File: src/common/hps_pkg.sv
package hps_pkg;

    // Register offsets on the serial register bus.
    localparam logic [7:0] MODE_CTRL_ADDR   = 8'h01;
    localparam logic [7:0] RT_DRIVE_ADDR    = 8'h02;
    localparam logic [7:0] FLOAT_CTRL_ADDR  = 8'h03;
    localparam logic [7:0] SLOT_FIRST_ADDR  = 8'h04;
    localparam logic [7:0] SLOT_LAST_ADDR   = 8'h0b;
    localparam logic [7:0] FIRE_ADDR        = 8'h0c;
    localparam logic [7:0] FORMAT_CTRL_ADDR = 8'h1d;

    // Field positions.
    localparam int STANDBY_BIT   = 6;
    localparam int MODE_LSB      = 0;
    localparam int MODE_W        = 3;
    localparam int FLOAT_BIT     = 4;
    localparam int FIRE_BIT      = 0;
    localparam int UNSIGNED_BIT  = 3;
    localparam int SLOT_WAIT_BIT = 7;
    localparam int SLOT_VAL_W    = 7;

    // Mode selector values.
    localparam logic [2:0] MODE_INTERNAL = 3'h0;
    localparam logic [2:0] MODE_REALTIME = 3'h5;

    // Values after reset.
    localparam logic [7:0] RT_DRIVE_RESET = 8'h00;
    localparam logic [7:0] SLOT_RESET     = 8'h00;
    localparam logic [2:0] MODE_RESET     = 3'h0;
    localparam logic       STANDBY_RESET  = 1'b1;

    // Sequencer size.
    localparam int SLOT_COUNT = 8;
    localparam int SLOT_IDX_W = 3;

    // Wait unit timing.
    localparam int CLK_HZ           = 100_000_000;
    localparam int WAIT_UNIT_MS     = 10;
    localparam int WAIT_UNIT_CYCLES = (CLK_HZ / 1000) * WAIT_UNIT_MS;

endpackage

File: src/core/hps_sequencer.sv
`timescale 1ns/1ps
// Overview of operation
// - In mode 5 the drive output continuously carries the real-time drive value register.
// - Each host rewrite of the real-time drive value reaches the output with no trigger.
// - The drive value is signed by default and unsigned when the format bit in 0x1D is set.
// - Bit 4 of the float register puts the output driver into high impedance.
// - Float only applies while enabled; in shutdown or standby the outputs are pulled to ground.
// - The float bit acts at once, even in the middle of playback.
// - Eight slot registers at 0x04 to 0x0B each hold a wait flag in bit 7 and a 7-bit value.
// - A wait slot idles for 10 ms times its value before moving on.
// - A non-wait slot plays the library waveform whose index is its value.
// - Setting the fire bit in 0x0C starts playback at slot 0x04.
// - After a slot the sequencer moves to the next slot if its value is non-zero.
// - The sequencer stops at a zero slot or after the slot at 0x0B, whichever is first.
// - The fire bit stays high until the sequence ends and then self-clears; clearing it cancels.
// - Mode value 5 selects real-time playback driven from the drive value register.
// - The standby bit set to 1 puts the device in software standby, 0 makes it ready.
module hps_sequencer #(
    parameter int WAIT_UNIT_CYCLES = hps_pkg::WAIT_UNIT_CYCLES
) (
    input  logic       clk,
    input  logic       resetn,
    input  logic       hw_enable,
    input  logic [7:0] reg_addr,
    input  logic [7:0] reg_wdata,
    input  logic       reg_we,
    input  logic       reg_re,
    output logic [7:0] reg_rdata,
    output logic       reg_rvalid,
    output logic [7:0] drive_value,
    output logic       drive_unsigned,
    output logic       drive_active,
    output logic       out_float,
    output logic       out_pulldown,
    output logic       lib_start,
    output logic [6:0] lib_index,
    output logic       lib_abort,
    input  logic       lib_done,
    output logic       seq_busy
);

    // Elaboration checks: a wait unit of zero cycles would end every wait slot at once,
    // and the slot index must address exactly the eight slot registers, no more, no less.
    // Either mistake would build without complaint and misbehave, so both are refused here.
    if (WAIT_UNIT_CYCLES < 1) begin : g_bad_wait_unit
        $error("WAIT_UNIT_CYCLES must be at least one");
    end
    if ((1 << hps_pkg::SLOT_IDX_W) != hps_pkg::SLOT_COUNT) begin : g_bad_slot_index
        $error("SLOT_IDX_W does not match SLOT_COUNT");
    end

    // Sequencer states. IDLE waits for the fire bit, FETCH looks at the current slot,
    // PLAY waits for the library player to finish, and WAIT counts out a timed pause.
    // Every state can fall back to IDLE at once when the host or the context cancels.
    typedef enum logic [1:0] {
        HPS_IDLE,
        HPS_FETCH,
        HPS_PLAY,
        HPS_WAIT
    } hps_state_type;

    localparam int CNT_W = $clog2(WAIT_UNIT_CYCLES + 1);

    // True when an address falls inside the eight slot registers.
    function automatic logic is_slot_addr(input logic [7:0] addr);
        return (addr >= hps_pkg::SLOT_FIRST_ADDR) && (addr <= hps_pkg::SLOT_LAST_ADDR);
    endfunction

    // Slot number of an address in the slot range; the upper bits are dropped on purpose.
    function automatic logic [hps_pkg::SLOT_IDX_W-1:0] slot_of(input logic [7:0] addr);
        logic [7:0] offset;
        offset = addr - hps_pkg::SLOT_FIRST_ADDR;
        return offset[hps_pkg::SLOT_IDX_W-1:0];
    endfunction

    // Seven-bit value field of a slot byte, a waveform index or a count of wait units.
    function automatic logic [6:0] slot_value(input logic [7:0] slot);
        return slot[hps_pkg::SLOT_VAL_W-1:0];
    endfunction

    // Register copies of the host-visible fields, the sequencer state, and the strobes
    // decoded from the register bus that several processes share.
    logic                         rst_meta_q;
    logic                         rst_sync_q;
    logic                         rst_n;
    logic [7:0]                   rt_drive_q;
    logic [2:0]                   mode_q;
    logic                         standby_q;
    logic                         float_q;
    logic                         unsigned_q;
    logic                         fire_q;
    logic [7:0]                   slot_q [hps_pkg::SLOT_COUNT];
    hps_state_type                state_q;
    logic [hps_pkg::SLOT_IDX_W-1:0] idx_q;
    logic [6:0]                   units_q;
    logic [CNT_W-1:0]             cyc_q;
    logic [7:0]                   cur_slot;
    logic                         slot_write;
    logic [hps_pkg::SLOT_IDX_W-1:0] slot_widx;
    logic                         fire_write;
    logic                         host_cancel;
    logic                         ctx_cancel;
    logic                         seq_end;
    logic                         slot_finish;

    // Reset release goes through two flip-flops; only the second is used.
    // The reset pin may rise at any moment relative to the clock, so the rest of
    // the block leaves reset only on a clean edge of the second flip-flop.
    // Assertion of reset is still immediate because both flip-flops clear at once.
    // Nothing but the second flip-flop reads the first, to keep the path short.
    always_ff @(posedge clk or negedge resetn) begin
        if (!resetn) begin
            rst_meta_q <= 1'b0;
            rst_sync_q <= 1'b0;
        end else begin
            rst_meta_q <= 1'b1;
            rst_sync_q <= rst_meta_q;
        end
    end
    assign rst_n = rst_sync_q;

    // Decode of write strobes used by more than one process.
    // A write of zero to the fire register is the host's cancel request; it is kept
    // apart from the context cancel so that a waveform in flight can be aborted
    // whichever of the two stops it. Slot writes are accepted at any time, also
    // during playback, and take effect when the sequencer next fetches that slot.
    assign slot_write = reg_we && is_slot_addr(reg_addr);
    assign slot_widx  = slot_of(reg_addr);
    assign fire_write = reg_we && (reg_addr == hps_pkg::FIRE_ADDR);
    assign host_cancel = fire_write && !reg_wdata[hps_pkg::FIRE_BIT];
    // Leaving internal-trigger mode or entering standby also stops the sequence.
    // A pulled-low enable pin is treated the same way: with the output stage shut
    // down there is nothing for the sequence to drive, so it is dropped, not paused.
    // The host must fire again once the device is ready.
    assign ctx_cancel  = standby_q || (mode_q != hps_pkg::MODE_INTERNAL) || !hw_enable;
    assign cur_slot    = slot_q[idx_q];

    // Control registers: drive value, mode, standby, float and format.
    // Each write lands on the clock edge that takes it and is seen by the output
    // stage in the next cycle, so a host stream of drive values reaches the load
    // one sample at a time with no further trigger. Writes to addresses that hold
    // none of these fields are ignored here; the slot writes are handled below.
    always_ff @(posedge clk or negedge rst_n) begin
        if (!rst_n) begin
            rt_drive_q <= hps_pkg::RT_DRIVE_RESET;
            mode_q     <= hps_pkg::MODE_RESET;
            standby_q  <= hps_pkg::STANDBY_RESET;
            float_q    <= 1'b0;
            unsigned_q <= 1'b0;
        end else if (reg_we) begin
            unique case (reg_addr)
                hps_pkg::RT_DRIVE_ADDR: begin
                    rt_drive_q <= reg_wdata;
                end
                hps_pkg::MODE_CTRL_ADDR: begin
                    mode_q    <= reg_wdata[hps_pkg::MODE_LSB +: hps_pkg::MODE_W];
                    standby_q <= reg_wdata[hps_pkg::STANDBY_BIT];
                end
                hps_pkg::FLOAT_CTRL_ADDR: begin
                    float_q <= reg_wdata[hps_pkg::FLOAT_BIT];
                end
                hps_pkg::FORMAT_CTRL_ADDR: begin
                    unsigned_q <= reg_wdata[hps_pkg::UNSIGNED_BIT];
                end
                default: begin
                end
            endcase
        end
    end

    // Slot storage, one byte per slot.
    // The whole byte is kept: bit 7 selects wait or play and the low seven bits
    // carry the value, and all eight bits read back as written.
    // Storage is plain flip-flops addressed by the slot number.
    always_ff @(posedge clk or negedge rst_n) begin
        if (!rst_n) begin
            for (int i = 0; i < hps_pkg::SLOT_COUNT; i++) begin
                slot_q[i] <= hps_pkg::SLOT_RESET;
            end
        end else if (slot_write) begin
            slot_q[slot_widx] <= reg_wdata;
        end
    end

    // The current slot ends when its waveform or its wait completes.
    // A done pulse from the library player outside PLAY is ignored, so a late pulse
    // after an abort cannot advance the walk. A wait ends when its unit count runs
    // out; a wait of zero units never reaches WAIT because it terminates the sequence.
    assign slot_finish = ((state_q == HPS_PLAY) && lib_done)
                         || ((state_q == HPS_WAIT) && (units_q == 7'h00));
    // The sequence ends at a zero slot, wait or not, or after the last slot.
    assign seq_end = ((state_q == HPS_FETCH)
                      && (slot_value(cur_slot) == 7'h00))
                     || (slot_finish && (idx_q == 3'h7));

    // Fire bit: host sets it, hardware clears it at the end; a host write wins.
    // When a write of one and the end of a sequence fall in one cycle, the bit stays
    // set and a fresh sequence starts from the first slot on the next idle cycle.
    // A write of one while the device is not in internal-trigger mode, or is in
    // standby or shutdown, is cleared again one cycle later, so the host can read
    // back that the request was not taken.
    always_ff @(posedge clk or negedge rst_n) begin
        if (!rst_n) begin
            fire_q <= 1'b0;
        end else if (fire_write) begin
            fire_q <= reg_wdata[hps_pkg::FIRE_BIT];
        end else if (seq_end || ctx_cancel) begin
            fire_q <= 1'b0;
        end
    end

    // Sequencer walk through the eight slots.
    // Every slot, wait or play, takes one FETCH cycle before its action, and the
    // index moves on only once that action has finished. The walk ends at a slot
    // whose value is zero or after the last slot, whichever comes first; the fire
    // bit is cleared in the same cycle. A cancel from any source wins over all else
    // outside IDLE and returns to IDLE in one cycle, leaving the slot contents untouched;
    // in IDLE only the context cancel holds back a start pending on the fire bit.
    always_ff @(posedge clk or negedge rst_n) begin
        if (!rst_n) begin
            state_q <= HPS_IDLE;
            idx_q   <= '0;
        end else if ((state_q != HPS_IDLE) && (host_cancel || ctx_cancel)) begin
            state_q <= HPS_IDLE;
        end else begin
            unique case (state_q)
                HPS_IDLE: begin
                    if (fire_q && !ctx_cancel) begin
                        idx_q   <= '0;
                        state_q <= HPS_FETCH;
                    end
                end
                HPS_FETCH: begin
                    if (seq_end) begin
                        state_q <= HPS_IDLE;
                    end else if (cur_slot[hps_pkg::SLOT_WAIT_BIT]) begin
                        state_q <= HPS_WAIT;
                    end else begin
                        state_q <= HPS_PLAY;
                    end
                end
                HPS_PLAY, HPS_WAIT: begin
                    if (seq_end) begin
                        state_q <= HPS_IDLE;
                    end else if (slot_finish) begin
                        idx_q   <= idx_q + 3'h1;
                        state_q <= HPS_FETCH;
                    end
                end
            endcase
        end
    end

    // Wait timer: units of WAIT_UNIT_CYCLES clock cycles.
    // The unit count and the cycle count are both loaded in FETCH, so a wait slot
    // lasts its value times the unit, plus the fetch and one cycle to see the end.
    // At the default unit one count is ten milliseconds; a smaller unit only
    // shortens simulation and changes nothing else in the walk.
    // The counters hold their value outside FETCH and WAIT, which costs no extra logic.
    always_ff @(posedge clk or negedge rst_n) begin
        if (!rst_n) begin
            units_q <= 7'h00;
            cyc_q   <= '0;
        end else if (state_q == HPS_FETCH) begin
            units_q <= slot_value(cur_slot);
            cyc_q   <= CNT_W'(WAIT_UNIT_CYCLES - 1);
        end else if ((state_q == HPS_WAIT) && (units_q != 7'h00)) begin
            if (cyc_q == '0) begin
                units_q <= units_q - 7'h01;
                cyc_q   <= CNT_W'(WAIT_UNIT_CYCLES - 1);
            end else begin
                cyc_q <= cyc_q - CNT_W'(1);
            end
        end
    end

    // Library requests: one pulse to start, one pulse to abort.
    // The start pulse is suppressed when a cancel arrives in the fetch cycle, so the
    // library player never sees a start that would at once have to be aborted.
    // The waveform index stays on its port until the next fetch, so the player may
    // take it at any time after the start pulse. An abort is sent only from PLAY,
    // because in the other states no waveform is running.
    always_ff @(posedge clk or negedge rst_n) begin
        if (!rst_n) begin
            lib_start <= 1'b0;
            lib_index <= 7'h00;
            lib_abort <= 1'b0;
        end else begin
            lib_start <= (state_q == HPS_FETCH) && !seq_end && !host_cancel && !ctx_cancel
                         && !cur_slot[hps_pkg::SLOT_WAIT_BIT];
            if (state_q == HPS_FETCH) begin
                lib_index <= slot_value(cur_slot);
            end
            lib_abort <= (state_q == HPS_PLAY) && (host_cancel || ctx_cancel);
        end
    end

    // Read port answers one cycle after the strobe; unmapped reads give zero.
    // Reserved bits of every register read back as zero. A read and a write to
    // the same register in one cycle return the value from before the write.
    // The read data holds until the next read, so a slow host may take it late.
    // The valid flag is a one-cycle pulse and marks the cycle the data is new.
    always_ff @(posedge clk or negedge rst_n) begin
        if (!rst_n) begin
            reg_rdata  <= 8'h00;
            reg_rvalid <= 1'b0;
        end else begin
            reg_rvalid <= reg_re;
            if (reg_re) begin
                if (is_slot_addr(reg_addr)) begin
                    reg_rdata <= slot_q[slot_of(reg_addr)];
                end else begin
                    unique case (reg_addr)
                        hps_pkg::MODE_CTRL_ADDR:
                            reg_rdata <= {1'b0, standby_q, 3'h0, mode_q};
                        hps_pkg::RT_DRIVE_ADDR:
                            reg_rdata <= rt_drive_q;
                        hps_pkg::FLOAT_CTRL_ADDR:
                            reg_rdata <= {3'h0, float_q, 4'h0};
                        hps_pkg::FIRE_ADDR:
                            reg_rdata <= {7'h00, fire_q};
                        hps_pkg::FORMAT_CTRL_ADDR:
                            reg_rdata <= {4'h0, unsigned_q, 3'h0};
                        default:
                            reg_rdata <= 8'h00;
                    endcase
                end
            end
        end
    end

    // Output stage: registered drive value, combinational mode qualifiers.
    // The float request and the pull to ground never stand together: float needs an
    // enabled device, and the pull path is used in shutdown or standby. Float also
    // takes away the active drive in the cycle after the float bit is written,
    // even while a waveform is playing, so the output stops driving the load at once.
    // The sequence keeps its place in that case; only the output stage is released.
    assign drive_value    = rt_drive_q;
    assign drive_unsigned = unsigned_q;
    assign drive_active   = (mode_q == hps_pkg::MODE_REALTIME) && hw_enable
                            && !standby_q && !float_q;
    assign out_float      = float_q && hw_enable && !standby_q;
    assign out_pulldown   = !hw_enable || standby_q;
    assign seq_busy       = (state_q != HPS_IDLE);

endmodule // hps_sequencer

File: config.mk
export PLATFORM = sky130hd
export DESIGN_NAME = hps_sequencer
export DESIGN_NICKNAME = d
export VERILOG_FILES = /design/src/common/hps_pkg.sv /design/src/core/hps_sequencer.sv
export SDC_FILE = /design/constraint.sdc
export NUM_CORES = 1
export LEC_CHECK = 0
export ABC_AREA = 1
export BUFFER_PORTS_ARGS = -buffer_cell sky130_fd_sc_hd__buf_2
export CORE_ASPECT_RATIO = 0.7
export CORE_MARGIN = 2
export CORE_UTILIZATION = 55
export CTS_CLUSTER_SIZE = 25
export DETAILED_ROUTE_END_ITERATION = 8
export PLACE_DENSITY_LB_ADDON = 0.2
export SKIP_LAST_GASP = 1
export SYNTH_ARGS = -nofsm -noshare
export SYNTH_HDL_FRONTEND = slang
export SYNTH_SLANG_ARGS = --single-unit
File: constraint.sdc
create_clock -name clk -period 9.6 [get_ports clk]
set_input_delay 0.96 -clock clk [delete_from_list [all_inputs] [get_ports clk]]
set_output_delay 0.96 -clock clk [all_outputs]
set_load 0.01 [all_outputs]
* Word level (Yosys, flattened, before mapping)
Cells that the tools add are included.
Storage, ports and cells: register bits 131, logic and storage cells 138
Operators by class: reduce and logical (&&, ||, !) cells 56, bitwise logic cells 3, add/sub/neg operators 4, multiplexer cells 30, eq/ne operators 15, magnitude comparators 5
Operators by type and width (number):
- $bwmux W64 | 1
- $mux W20 | 3
- $bmux W8 S3 | 2
- $mux W8 | 6
- $pmux W8 S5 | 1
- $demux W8 S3 | 1
- $logic_and A1 B1 Y1 | 22
- $mux W7 | 3
- $logic_not A20 Y1 | 1
- $sub A20 B1 Y20 const B | 1
- $eq A8 B2 Y1 const B | 2
- $logic_not A7 Y1 | 2
- $reduce_and A2 Y1 | 6
- $mux W2 | 5
- $reduce_bool A2 Y1 | 5
- $mux W3 | 3
- $eq A8 B1 Y1 const B | 1
- $eq A8 B4 Y1 const B | 1
- $eq A8 B5 Y1 const B | 1
- $ge A4 B4 Y1 const B | 2
- $ge A8 B3 Y1 const B | 1
- $le A8 B4 Y1 const B | 1
- $logic_not A1 Y1 | 8
- $not A3 Y4 | 2
- other kinds (20) | 32

* Depth between registers and ports, before layout
depth in word-level cells 12, depth in mapped cells 13

* Worst setup path after synthesis
OpenSTA, ideal clock, no wires.
kind input -> output, start in hw_enable, end out drive_active, buffers on the path 0, path slack 7.243 ns, stages on the path 2, arrival 1.397 ns, data required time 8.640 ns, path through nand2_1 nor3_1
Between the ends: word-level cells in the longest chain between the ends 3
Ends and longest elaborated chain:
- start: declaration | line hps_sequencer.sv:23 | input logic hw_enable,
- $logic_and A1 B1 Y1 | line hps_sequencer.sv:340 | assign drive_active = (mode_q == hps_pkg::MODE_REALTIME) && hw_enable
- $logic_and A1 B1 Y1 (2 in series) | line hps_sequencer.sv:341 | && !standby_q && !float_q;
- end: declaration | line hps_sequencer.sv:32 | output logic drive_active,
No other way between the ends.

* Worst setup path in the final report
start reg units_q[2], end reg cyc_q[4]
Between the ends: word-level cells in the longest chain between the ends 3
Ends and longest elaborated chain:
- start: declaration | line hps_sequencer.sv:95 | logic [6:0] units_q;
- start signal: assignment | line hps_sequencer.sv:265 | units_q <= slot_value(cur_slot);
- start signal: assignment | line hps_sequencer.sv:269 | units_q <= units_q - 7'h01;
- $reduce_bool A7 Y1 | line hps_sequencer.sv:267 | end else if ((state_q == HPS_WAIT) && (units_q != 7'h00)) begin
- $logic_and A1 B1 Y1 | line hps_sequencer.sv:267
- $reduce_bool A2 Y1 (no line)
- end signal: assignment | line hps_sequencer.sv:266 | cyc_q <= CNT_W'(WAIT_UNIT_CYCLES - 1);
- end signal: assignment | line hps_sequencer.sv:270 | cyc_q <= CNT_W'(WAIT_UNIT_CYCLES - 1);
- end signal: assignment | line hps_sequencer.sv:272 | cyc_q <= cyc_q - CNT_W'(1);
- end: declaration | line hps_sequencer.sv:96 | logic [CNT_W-1:0] cyc_q;
No other way between the ends. A chain may end at the register's enable or synchronous reset.

==> impl_metrics.json <==
{
  "vdd.ir_drop.worst_uv": 138,
  "grt_pass1_wl_mm": 31.6,
  "setup_viol": 0,
  "final_cell_mix": "nand2_1 (250), dfrtp_1 (129), o21ai_0 (113)",
  "drt_iter0_drc": 792,
  "rsz0062_at_grt": "false",
  "grt_util_met2_pct": 40.1,
  "synth.mux.area_fraction_pct": 0.146,
  "syn_to_final_growth_pct": 13.3,
  "drv_slew": 0,
  "grt_pass1_vias": 5840,
  "synth_enable_flop_cells": 0,
  "grtUsageMet3_pct": 6.89,
  "coreArea_um2": 12300,
  "final_common_cell": "nand2_1",
  "post_cts_buffers": 0,
  "layout-drive-gt1-share_pct": 9.97,
  "detailed_place.area_um2": 7180,
  "period_needed_ns": 3.25,
  "antenna_found_initial": 0,
  "place_congestion": 0.980,
  "ys_seq_area_share_pct": 47.8,
  "cap_violations": 0,
  "min_path_type": "in2async",
  "synth-xor-area-share_pct": 0.894,
  "fin_crit_sh_pct": 33.8,
  "ctsResizeCount": 0,
  "routed_wl_mm": 19.6,
  "synth_compound_area_share_pct": 14.1,
  "n_antenna_cell": 0,
  "chipHeight_um": 97.5,
  "grt.busiest_layer": "met1",
  "synth_top_family_by_area": "simple AND/OR/NAND/NOR gates",
  "p_leak_nw": 3.74,
  "portBuffers": 52,
  "intPower_w": 0.00103,
  "viasPerCell": 5.72,
  "syn_inst": 916,
  "fin_area_um2": 7780,
  "slew_headroom_pct": 36.6,
  "use_met1_pct": 51.4,
  "dpl.hpwl_mm": 13.4,
  "path_max_fanout": 18,
  "grt.total_usage_pct": 31.2,
  "antenna_left": 0,
  "dr.pass1.iters": 6,
  "drc": 0,
  "async_flop_share_pct": 100,
  "power_density_nw_per_um2": 177,
  "start_util_pct": 55.8,
  "arrival_ns": 3.53,
  "synth_area_leaders": "dfrtp_1 (47%), nand2_1 (14%), o21ai_0 (8.2%)",
  "clockRootBuffer": "clkbuf_16",
  "ys_seq_elements": 131,
  "power_frac_comb_pct": 8.8,
  "vias": 6432,
  "max_freq_mhz": 308,
  "clock-sinks": 131,
  "end_kind": "register",
  "p_sw_w": 0.000347,
  "p_seq_share_pct": 44.1,
  "synthesis.nets": 944,
  "fin_skew_ns": 0.00776,
  "worstSkewPairLatency_ns": 0.42,
  "p_total_w": 0.00138,
  "yosys_warnings": 0,
  "fin_nets": 978,
  "swShare_pct": 25.2,
  "rows": 34,
  "cts_made_buffers": 17,
  "status": "finished clean",
  "synth_fa_ha_area_share_pct": 1.09,
  "io_pins": 53,
  "required_ns": 9.88,
  "syn_area_um2": 6860,
  "grt_max_degree": 72,
  "clockPowerShare_pct": 47.1,
  "synth_cell_types": 39,
  "die_w_um": 138,
  "htreeDepth": 4,
  "grt-ovfl-total": 0,
  "cts_hold_buffers": 0,
  "synth.avg_cell_area_um2": 7.49,
  "yosys.area.top_type_share_pct": 47.4,
  "cts_tree": "yes",
  "ys.flop_type": "dfrtp_1",
  "fin_util_pct": 63.3,
  "finalSetupTns_ns": 0,
  "cts.clk_slew.worst_paths_ns": 0.06,
  "yosys.area_share.simple_pct": 27.8,
  "avgRoutedWirePerCell_um": 17.4,
  "path_class": "reg2reg",
  "tightest_slew_ns": 0.944,
  "start_kind": "register",
  "synth_top_cell_by_area": "dfrtp_1",
  "die_area_um2": 13400,
  "cts_buffer_depth": 2,
  "final_hold_viol_count": 0
}
==> worst max-delay path, stage by stage, from the launching register on <==
cell,delay [ns]
dfrtp_1,0.42
nor2_1,0.21
nand3_1,0.13
nor2_1,0.14
nand2_1,0.07
nand2_1,0.35
inv_2,0.24
nand2_1,0.48
clkinv_1,0.58
a21oi_1,0.34
o21ai_0,0.15
==> through the flow <==
step / cells / hold WS (ns) / worst slack [ns]
finish: 1125 / 0.307 / 6.35
global route: 1125 / 0.297 / 6.11
CTS: 1125 / 0.298 / 6.47
detailed placement: 1093 / 0.339 / 6.49
global placement: 1093 / 0.334 / 6.55
floorplan: 916 / 0.331 / 5.68
==> path summary, 6_finish.rpt <==
| path | from | to | slack (ns) | depth (start not counted) |
|---|---|---|---|---|
| max in group asynchronous | rst_n | mode_q[1] | 7.83 | 1 |
| hold reg to reg | rst_meta_q | rst_n | 0.36 | 0 |
| hold / removal | resetn | rst_n | 0.31 | 1 |
| min in group clk | rst_meta_q | rst_n | 0.36 | 0 |
| setup / recovery | units_q[2] | cyc_q[4] | 6.35 | 10 |
| setup reg to reg | units_q[2] | cyc_q[4] | 6.35 | 10 |
==> power by group through the flow <==
stage	combinational [W]	sequential [W]	clock, W
floorplan	0.0000728	0.000616	0
global placement	0.000116	0.000616	0
detailed placement	0.000118	0.000616	0
CTS	0.000119	0.000607	0.000654
global route	0.000137	0.000612	0.000679
finish	0.000121	0.000608	0.000648
==> per-layer routing <==
layer  up-vias  part of all wire (%)  wire length [um]
li1       3071                     -                 -
met1      2989                    48              9460
met2       336                    40              7790
met3        36                    10              2050
met4         0                   1.7               331
met5         -                     0                 0
==> synthesized netlist by cell type (2+ instances only) <==
library cell,instances
a21oi_1,29
a221oi_1,2
a22oi_1,2
a31oi_1,4
a41oi_1,4
buf_1,2
buf_2,10
clkbuf_1,27
dfrtp_1,130
ha_1,6
inv_1,102
inv_2,2
nand2_1,250
nand3_1,91
nand3b_1,2
nand4_1,11
nor2_1,75
nor3_1,9
nor4_1,3
o2111ai_1,3
o211ai_1,7
o21a_1,2
o21ai_0,113
o221ai_1,3
o31ai_1,3
or2_2,6
xor2_1,6
==> state kept, by name (all words and copies together), names as in the netlist, 2 cells and up <==
register     flops
mode_q           3
idx_q            3
state_q          2
cyc_q           20
lib_index        7
slot_q          64
reg_rdata        8
drive_value      8
units_q          7
==> final cells by class <==
cell class	count	area, um^2
Sequential cell	131	3280
Clock inverter	8	100
Timing Repair Buffer	54	275
Clock buffer	24	492
Inverter	105	394
Fill cell	1111	4520
Multi-Input combinational cell	641	3030
Tap cell	162	203
==> cell families (layout without fill, tap and decap cells) <==
kind of cell	after synthesis	in the layout
AO/OA/AOI/OAI	175	175
XOR/XNOR	7	7
adder cells (fa/ha/maj)	6	6
buffers and inverters	144	191
flip-flops	131	131
multiplexers	1	1
other	1	1
AND/OR/NAND/NOR	451	451
(Power assumes the default switching activity.)
